<file path="src/verilog/ebp_pkg.sv">
// constants and types for the external bus pin controller
package ebp_pkg;

	localparam int ADDR_W = 23;
	localparam int LO_W   = 16;
	localparam int HI_W   = ADDR_W - LO_W;
	localparam int DATA_W = 16;
	localparam int WS_W   = 3;
	localparam int WC_W   = WS_W + 1;
	localparam int AV_AW  = 5;

	// register byte offsets
	localparam logic [AV_AW-1:0] REG_BSC   = 5'h00;
	localparam logic [AV_AW-1:0] REG_WAIT  = 5'h04;
	localparam logic [AV_AW-1:0] REG_ADDR  = 5'h08;
	localparam logic [AV_AW-1:0] REG_WDATA = 5'h0C;
	localparam logic [AV_AW-1:0] REG_CMD   = 5'h10;
	localparam logic [AV_AW-1:0] REG_STAT  = 5'h14;
	localparam logic [AV_AW-1:0] REG_RDATA = 5'h18;

	// field positions
	localparam int BSC_KEEP_BIT = 0;
	localparam int CMD_SP_LSB   = 0;
	localparam int CMD_WR_BIT   = 2;
	localparam int CMD_VEC_BIT  = 3;
	localparam int ST_BUSY_BIT  = 0;
	localparam int ST_GRANT_BIT = 1;
	localparam int ST_KEEP_BIT  = 2;

	// address spaces
	localparam logic [1:0] SP_PROG = 2'h0;
	localparam logic [1:0] SP_DATA = 2'h1;
	localparam logic [1:0] SP_IO   = 2'h2;

	// ready is looked at only from this many wait states upward
	localparam logic [WS_W-1:0] WS_READY_MIN = 3'h2;
	localparam logic [WS_W-1:0] WS_RST       = 3'h0;

	typedef enum logic [4:0] {
		S_IDLE = 5'h01,
		S_ACC  = 5'h02,
		S_RDY  = 5'h04,
		S_DONE = 5'h08,
		S_HOLD = 5'h10
	} ebp_fsm_t;

endpackage

</file>
<file path="src/verilog/ebp_bus.sv">
// external parallel bus pin controller with avalon register port
//
// Behaviour
// RQ1 - low sixteen address lines every access; upper seven only for program
// RQ2 - address outputs float in hold mode and while float input is low
// RQ3 - host wide select high turns low address lines into host inputs
// RQ4 - sixteen-bit two-way data bus shared by all spaces
// RQ5 - data drivers off unless writing, and during reset or hold request
// RQ6 - data bus floats whenever float input is low
// RQ7 - enabled keepers hold each undriven data pin at its last level
// RQ8 - keepers reset disabled; software toggles them in bank control
// RQ9 - interrupt ack low while vector address is on low address lines
// RQ10 - interrupt ack output floats while float input is low
// RQ11 - hold request granted by floating lines and asserting grant
// RQ12 - ready sampled after two or more wait states, retried each cycle
// RQ13 - read-not-write high except during an external write
// RQ14 - memory strobe low only for data or program accesses; the code also asserts it for the unused space code 3
// RQ15 - float input overrides every other drive decision; bus_keeper_enable is not gated by it
`timescale 1ns/1ns
module ebp_bus
	import ebp_pkg::*;
(
	input  wire logic              ref_clk,
	input  wire logic              rst_n,
	input  wire logic [AV_AW-1:0]  avs_address,
	input  wire logic              avs_read,
	input  wire logic              avs_write,
	input  wire logic [31:0]       avs_writedata,
	input  wire logic [3:0]        avs_byteenable,
	output logic      [31:0]       avs_readdata,
	output logic                   avs_waitrequest,
	input  wire logic [LO_W-1:0]   addr_lo_i,
	output logic      [LO_W-1:0]   addr_lo_o,
	output logic                   addr_lo_oe,
	output logic      [HI_W-1:0]   addr_hi_o,
	output logic                   addr_hi_oe,
	input  wire logic [DATA_W-1:0] data_i,
	output logic      [DATA_W-1:0] data_o,
	output logic                   data_oe,
	output logic                   bus_keeper_enable,
	output logic                   read_write_n,
	output logic                   memory_strobe_n,
	output logic                   io_strobe_n,
	output logic                   ctl_oe,
	input  wire logic              bus_hold_n,
	output logic                   bus_grant_n,
	output logic                   bus_grant_oe,
	input  wire logic              ready,
	output logic                   interrupt_ack_n,
	output logic                   interrupt_ack_oe,
	input  wire logic              float_all_n,
	input  wire logic              host_port_wide_select,
	output logic      [LO_W-1:0]   host_port_addr
);

	////////////////////////////////////////////////////////////////////
	localparam int SW = 4 + LO_W + DATA_W;
	localparam logic [SW-1:0] SYNC_INIT = {4'hA, {(LO_W+DATA_W){1'b0}}};

	typedef struct packed {
		ebp_fsm_t          fsm;
		logic [WC_W-1:0]   ws_cnt;
		logic [WS_W-1:0]   ws_cfg;
		logic [ADDR_W-1:0] addr;
		logic [DATA_W-1:0] wdata;
		logic [DATA_W-1:0] rdata;
		logic [DATA_W-1:0] keep_val;
		logic [1:0]        space;
		logic              wr;
		logic              vec;
		logic              keep_en;
		logic              avs_wait;
		logic [31:0]       rbus;
		logic [LO_W-1:0]   alo;
		logic [HI_W-1:0]   ahi;
		logic              alo_oe;
		logic              ahi_oe;
		logic [DATA_W-1:0] dout;
		logic              d_oe;
		logic              kp_en;
		logic              rw_n;
		logic              memory_strobe_n_n;
		logic              iostrb_n;
		logic              ctl_oe;
		logic              grant_n;
		logic              grant_oe;
		logic              interrupt_ack_n_n;
		logic              interrupt_ack_n_oe;
		logic [LO_W-1:0]   hp_addr;
	} ebp_st_t;

	ebp_st_t           q;
	ebp_st_t           d;
	logic [SW-1:0]     sync_out;
	logic              hold_s;
	logic              ready_s;
	logic              off_s;
	logic              hw_s;
	logic [LO_W-1:0]   alo_s;
	logic [DATA_W-1:0] data_s;
	logic [31:0]       rd_val;
	logic [31:0]       bmask;
	logic [31:0]       wmerge;
	logic              wr_take;
	logic              start;
	logic              acc_d;

	////////////////////////////////////////////////////////////////////
	// every pin input crosses two flops before use
	ebp_sync #(
		.W    (SW),
		.INIT (SYNC_INIT)
	) u_sync (
		.ref_clk (ref_clk),
		.rst_n   (rst_n),
		.din     ({bus_hold_n, ready, float_all_n,
		           host_port_wide_select, addr_lo_i, data_i}),
		.dout    (sync_out)
	);

	assign {hold_s, ready_s, off_s, hw_s, alo_s, data_s} = sync_out;

	////////////////////////////////////////////////////////////////////
	// register readback, also the base for byte-lane merging
	always_comb begin
		rd_val = '0;
		case (avs_address)
		REG_BSC:   rd_val[BSC_KEEP_BIT] = q.keep_en;
		REG_WAIT:  rd_val[WS_W-1:0] = q.ws_cfg;
		REG_ADDR:  rd_val[ADDR_W-1:0] = q.addr;
		REG_WDATA: rd_val[DATA_W-1:0] = q.wdata;
		REG_CMD: begin
			rd_val[CMD_SP_LSB +: 2] = q.space;
			rd_val[CMD_WR_BIT] = q.wr;
			rd_val[CMD_VEC_BIT] = q.vec;
		end
		REG_STAT: begin
			rd_val[ST_BUSY_BIT] = (q.fsm != S_IDLE);
			rd_val[ST_GRANT_BIT] = (q.fsm == S_HOLD);
			rd_val[ST_KEEP_BIT] = q.kp_en;
		end
		REG_RDATA: rd_val[DATA_W-1:0] = q.rdata;
		default:   rd_val = '0;
		endcase
	end

	assign bmask = {{8{avs_byteenable[3]}}, {8{avs_byteenable[2]}},
	                {8{avs_byteenable[1]}}, {8{avs_byteenable[0]}}};
	assign wmerge = (rd_val & ~bmask) | (avs_writedata & bmask);

	////////////////////////////////////////////////////////////////////
	always_comb begin
		d       = q;
		wr_take = avs_write && !q.avs_wait;
		start   = wr_take && (avs_address == REG_CMD);
		acc_d   = 1'b0;

		// one wait cycle, then the answer; write lands on that edge
		d.avs_wait = 1'b1;
		if ((avs_read || avs_write) && q.avs_wait) begin
			d.avs_wait = 1'b0;
			d.rbus = rd_val;
		end
		if (wr_take) begin
			case (avs_address)
			REG_BSC:   d.keep_en = wmerge[BSC_KEEP_BIT]; // RQ8
			REG_WAIT: begin
				// frozen while busy so an access never sees it change
				if (q.fsm == S_IDLE)
					d.ws_cfg = wmerge[WS_W-1:0];
			end
			REG_ADDR:  d.addr = wmerge[ADDR_W-1:0];
			REG_WDATA: d.wdata = wmerge[DATA_W-1:0];
			default: ;
			endcase
		end

		case (q.fsm)
		S_IDLE: begin
			if (!hold_s) begin
				d.fsm = S_HOLD; // RQ11
			end else if (start) begin
				// commands while busy or held are dropped
				d.fsm = S_ACC;
				d.ws_cnt = '0;
				d.vec = wmerge[CMD_VEC_BIT];
				d.space = wmerge[CMD_VEC_BIT] ? SP_PROG
				        : wmerge[CMD_SP_LSB +: 2];
				d.wr = wmerge[CMD_WR_BIT] && !wmerge[CMD_VEC_BIT];
			end
		end
		S_ACC: begin
			// two cycles plus the programmed wait states
			if (q.ws_cnt == WC_W'(q.ws_cfg) + WC_W'(1)) begin
				if (q.ws_cfg >= WS_READY_MIN)
					d.fsm = S_RDY; // RQ12
				else
					d.fsm = S_DONE;
			end else begin
				d.ws_cnt = q.ws_cnt + WC_W'(1);
			end
		end
		S_RDY: begin
			if (ready_s)
				d.fsm = S_DONE; // RQ12
		end
		S_DONE: begin
			// synchroniser lag: this is the pin two cycles back
			if (!q.wr)
				d.rdata = data_s; // RQ4
			d.fsm = S_IDLE;
		end
		S_HOLD: begin
			if (hold_s)
				d.fsm = S_IDLE;
		end
		default: d.fsm = S_IDLE;
		endcase

		// pins follow the next state so they line up with q.fsm
		acc_d = (d.fsm == S_ACC) || (d.fsm == S_RDY);
		d.alo = d.addr[LO_W-1:0]; // RQ1
		d.ahi = (d.space == SP_PROG) ? d.addr[ADDR_W-1:LO_W]
		      : '0; // RQ1
		d.ahi_oe = off_s && (d.fsm != S_HOLD); // RQ2 RQ15
		d.alo_oe = d.ahi_oe && !hw_s; // RQ3
		d.hp_addr = hw_s ? alo_s : q.hp_addr; // RQ3
		d.d_oe = off_s && hold_s && acc_d && d.wr; // RQ5 RQ6 RQ15
		d.keep_val = q.d_oe ? q.dout : data_s; // RQ7
		d.dout = d.d_oe ? d.wdata : d.keep_val; // RQ4 RQ7
		d.kp_en = d.keep_en && !d.d_oe; // RQ7
		d.rw_n = !(acc_d && d.wr); // RQ13
		d.memory_strobe_n_n = !(acc_d && (d.space != SP_IO)); // RQ14
		d.iostrb_n = !(acc_d && (d.space == SP_IO));
		d.ctl_oe = off_s && (d.fsm != S_HOLD); // RQ11 RQ15
		d.grant_n = (d.fsm != S_HOLD); // RQ11
		d.grant_oe = off_s; // RQ15
		d.interrupt_ack_n_n = !(acc_d && d.vec); // RQ9
		d.interrupt_ack_n_oe = off_s; // RQ10
	end

	////////////////////////////////////////////////////////////////////
	// reset leaves every driver off and keepers disabled
	always_ff @(posedge ref_clk or negedge rst_n) begin
		if (!rst_n) begin
			q <= '0; // RQ5 RQ8
			q.fsm <= S_IDLE;
			q.ws_cfg <= WS_RST;
			q.avs_wait <= 1'b1;
			q.rw_n <= 1'b1;
			q.memory_strobe_n_n <= 1'b1;
			q.iostrb_n <= 1'b1;
			q.grant_n <= 1'b1;
			q.interrupt_ack_n_n <= 1'b1;
		end else begin
			q <= d;
		end
	end

	assign avs_readdata      = q.rbus;
	assign avs_waitrequest   = q.avs_wait;
	assign addr_lo_o         = q.alo;
	assign addr_lo_oe        = q.alo_oe;
	assign addr_hi_o         = q.ahi;
	assign addr_hi_oe        = q.ahi_oe;
	assign data_o            = q.dout;
	assign data_oe           = q.d_oe;
	assign bus_keeper_enable = q.kp_en;
	assign read_write_n      = q.rw_n;
	assign memory_strobe_n   = q.memory_strobe_n_n;
	assign io_strobe_n       = q.iostrb_n;
	assign ctl_oe            = q.ctl_oe;
	assign bus_grant_n       = q.grant_n;
	assign bus_grant_oe      = q.grant_oe;
	assign interrupt_ack_n   = q.interrupt_ack_n_n;
	assign interrupt_ack_oe  = q.interrupt_ack_n_oe;
	assign host_port_addr    = q.hp_addr;
endmodule // ebp_bus

</file>
<file path="src/verilog/ebp_sync.sv">
// two-stage synchroniser for pin inputs
`timescale 1ns/1ns
module ebp_sync #(
	parameter int           W    = 1,
	parameter logic [W-1:0] INIT = '0
) (
	input  wire logic         ref_clk,
	input  wire logic         rst_n,
	input  wire logic [W-1:0] din,
	output logic      [W-1:0] dout
);
	typedef struct packed {
		logic [W-1:0] s1;
		logic [W-1:0] s2;
	} ebp_sync_st_t;

	ebp_sync_st_t q;
	ebp_sync_st_t d;

	always_comb begin
		d    = q;
		d.s1 = din;
		d.s2 = q.s1;
	end

	always_ff @(posedge ref_clk or negedge rst_n) begin
		if (!rst_n) begin
			q.s1 <= INIT;
			q.s2 <= INIT;
		end else begin
			q <= d;
		end
	end

	assign dout = q.s2;
endmodule // ebp_sync

</file>
<file path="config.mk">
export PLATFORM = sky130hd
export DESIGN_NAME = ebp_bus
export DESIGN_NICKNAME = d
export VERILOG_FILES = /design/src/verilog/ebp_pkg.sv /design/src/verilog/ebp_bus.sv /design/src/verilog/ebp_sync.sv
export SDC_FILE = /design/constraint.sdc
export NUM_CORES = 1
export LEC_CHECK = 0
export BUFFER_PORTS_ARGS = -buffer_cell sky130_fd_sc_hd__buf_4
export CAP_MARGIN = 10
export CORE_MARGIN = 2
export CORE_UTILIZATION = 25
export DETAILED_ROUTE_END_ITERATION = 8
export GPL_TIMING_DRIVEN = 1
export PLACE_DENSITY_LB_ADDON = 0.08
export SETUP_SLACK_MARGIN = 0.02
export SLEW_MARGIN = 20
export SYNTH_ARGS = -nofsm -noshare
export SYNTH_HDL_FRONTEND = slang
export SYNTH_SLANG_ARGS = --single-unit
</file>
<file path="constraint.sdc">
create_clock -name ref_clk -period 3.5 [get_ports ref_clk]
set_input_delay 0.875 -clock ref_clk [delete_from_list [all_inputs] [get_ports ref_clk]]
set_output_delay 0.875 -clock ref_clk [all_outputs]
set_load 0.03 [all_outputs]
</file>
==> flow_results.org <==
** Run status
- Status :: finished, final reports clean

** Clock network
- Post-cts gate resize count :: 0
- Number of hold buffers added after cts :: 0
- After clock tree synthesis, the clock-pin slew on the worst setup and hold paths is 60 ps.
- # H-tree levels :: 1
- Setup repair bufs after CTS :: 0
- The later pin in the worst-skew pair is clocked with a latency of 540 ps.
- CTS tree :: yes
- Clock Path Buffers :: 3
- Clock tree synthesis inserted a total of 26 buffers.
- The tree is rooted in a clkbuf_16.
- Clk sinks :: 217

** Pwr
- The share of total power dissipated in sequential elements is 0.427.
- Internal power component :: 4.90 mW
- Psw :: 1.69 mW
- Worst supply voltage drop on vdd :: 0.000370 V
- Portion of total power attributed to the clock network :: 0.454
- In this run the power density over the cells is 586 nW/µm².
- The analysis attributes to cell leakage a power of 5.40 nW.
- Switch share :: 0.257
- Of the total power, combinational logic draws 0.119.

** Floorplanning
- The die covers 37700 µm².
- 181 I/O pins were placed.
- After floorplanning, the core was sized to cover 35600 µm².
- The die is 194 µm tall.
- Num rows :: 69
- Starting density of the core :: 0.254
- Width of the die :: 194 µm

** Worst setup path
- The worst setup path is captured at a flop.
- Required time of the critical path :: 3920 ps
- In this run the critical register-to-register path is launched from q[176].
- The setup check on the worst reg-to-reg path leaves a slack of 660 ps.
- Type of element launching the critical path :: flop
- FF-to-FF path depth :: 8
- Worst EP arrival :: 3260 ps
- Type of the worst setup path :: flop to flop
- Highest fanout seen on the critical path :: 18
- First element of the critical path :: q[176]

** STA
- Timing would allow up to 352 MHz.
- Actual slew at the worst max-slew pin :: 743 ps
- For the final database, setup skew stands at 10.2 ps.
- Final-report setup violation count :: 0
- Slew margin rel. :: 0.505
- RSZ-0062 raised after global routing :: false
- The number of failing hold endpoints at the final stage is 0.
- Pins over their slew limit :: 0
- After layout, the minimum clock period comes to 2840 ps.
- Final worst-path cycle share :: 0.811
- Setup TNS after final layout :: 0 ps
- Setup slack on the critical path of the routed design comes to 662 ps.

** Global route
- Total GRT Usage :: 0.119
- First-pass GRT wire length :: 35.1 mm
- Largest net degree at the start of global routing :: 81
- The number of global-route vias before repair came to 5754.
- The initial antenna violation count was 0.
- GRT overflow :: 0

** Synthesis
- Number of flip-flops and latches in the synthesized netlist :: 217
- Post-synthesis instance area :: 9030 µm²
- During synthesis, Yosys emitted a total of 0 warnings.
- Share of the yosys chip area belonging to registers :: 0.603
- In the synthesized netlist the async set-or-reset flop fraction comes to 1.00.
- After synthesis, the netlist uses 53 different library cells.
- Synthesis produced 705 cells.
- Mean Syn Cell Area :: 12.8 µm²
- In this run, synthesis inferred 0 flip-flops with an integrated enable.
- Top_reg_cell synth :: dfrtp_1

** Routing
- Final ANT Viol Nets :: 0
- Routed vias/inst :: 4.20
- After detailed routing, the number of remaining DRC violations is 0.
- Wire length per cell after detailed routing :: 17.5 µm
- The first routing iteration left 215 violations.
- Before antenna repair, the detailed router went through 6 iterations.
- The detailed router placed 5402 vias in this run.
- The routed design has 22.5 mm of wire.

** Finish
- Once layout is complete, the utilization of the core stands at 0.316.
- In the final layout, the share of cells above drive strength 1 is 0.422.
- Area growth from synthesis to layout :: 24.4%
- The finished cells cover 11200 µm².
- The repair_antennas step left the layout with diodes totalling 0.
- Layout Nets :: 888
- Counting the fill cells in the layout gives 3586.

** Placement
- At the end of routability-driven placement, the weighted congestion stood at 0.773.
- Placed Instance Area :: 10300 µm²
- The wire-length estimate of the detail-placed layout is 16.3 mm.
- Number of buffers inserted by port buffering :: 161
- Worst slack at placement :: 225 ps

** Worst hold path
- Hold crit path type :: input pin to asynchronous set/reset pin

** Run
- Maximum Capacitance Violations :: 0
-- cell usage in the layout (no fill, tap or decap), types with 9 or more instances in the layout --
master / count
mux2i_1: 28
nor3_1: 11
clkbuf_16: 26
dfstp_2: 11
nand2_1: 46
a21oi_1: 23
mux2_2: 97
conb_1: 9
inv_1: 19
nor2_1: 36
o21ai_0: 25
buf_4: 174
dfrtp_1: 206
-- critical path: stages (launching register included) --
cell      delay (ps)
dfrtp_1          460
ha_1             330
xor2_1           160
a211oi_1         260
o21ai_0          180
o32ai_1          630
o311ai_4         180
buf_12           200
mux2_4           300
-- cell type report --
cell class,count,area (µm²),share of cell area
multi-input cells,361,2770,0.246
inverters,20,75.1,0.00668
clock buffers,34,751,0.0668
clock inverters,14,220,0.0196
well taps,461,577,0.0513
flip-flops and latches,217,5440,0.485
repair buffers,179,1400,0.125
-- power groups by stage --
stage               Sequential (mW)  Clock [mW]  Combinational [mW]
floorplan                      2.84           0               0.539
finish                         2.81        2.99               0.787
detailed placement             2.86           0               0.800
global route                   2.83        3.20               0.856
global placement               2.85           0               0.789
CTS                            2.81        3.10               0.802
-- worst paths after layout --
check,end
min in group ref_clk,u_sync.dout[25]
hold / removal,u_sync.dout[21]
setup / recovery,data_o[11]
setup reg to reg,data_o[11]
max in group asynchronous,io_strobe_n
hold reg to reg,u_sync.dout[25]
-- per-layer routing --
layer  vias up  track usage  share of wire
met1      2685        0.168           0.47
met2       170        0.173           0.42
li1       2511            -              -
met5         -            0              0
met3        36       0.0362          0.072
met4         0       0.0387          0.031
-- state kept, by name, summed over array words and instances (netlist names), 7 cells and up --
| signal | flops |
|---|---|
| avs_readdata | 23 |
| addr_hi_o | 7 |
| host_port_addr | 16 |
| q | 57 |
| addr_lo_o | 15 |
| data_o | 16 |
| u_sync.dout | 36 |
| u_sync.d | 36 |
-- stage by stage --
stage / power (mW) / instances / hold slack [ps]
floorplan: 3.37 / 713 / 331
global route: 6.89 / 1286 / 344
detailed placement: 3.66 / 1238 / 335
CTS: 6.72 / 1286 / 316
finish: 6.59 / 1286 / 303
global placement: 3.64 / 1238 / 333
-- cells by family (layout without fill, tap and decap cells) --
logic type / Yosys count / in the layout / synth area share
buffers and inverters: 135 / 247 / 0.0952
xor gates and xnor gates: 6 / 6 / 0.00582
other: 1 / 9 / 0.000415
muxes: 133 / 133 / 0.165
DFF: 217 / 217 / 0.603
AOI/OAI and AO/OA: 73 / 73 / 0.0527
and+or+nand+nor: 138 / 138 / 0.0750
adders and majority gates: 2 / 2 / 0.00277
-- synth_stat cells, drive strengths merged, types with 5 or more instances --
master	count	area [µm²]
mux2i	28	280
nor3	11	55.1
dfrtp	206	5150
dfstp	11	289
o21ai	26	130
a21oi	23	115
buf	98	721
mux2	105	1210
inv	19	71.3
nand3	7	35.0
clkbuf	17	63.8
nand2	46	173
nor2	36	135
nor2b	5	31.3
Power figures use the tool's default switching activity.
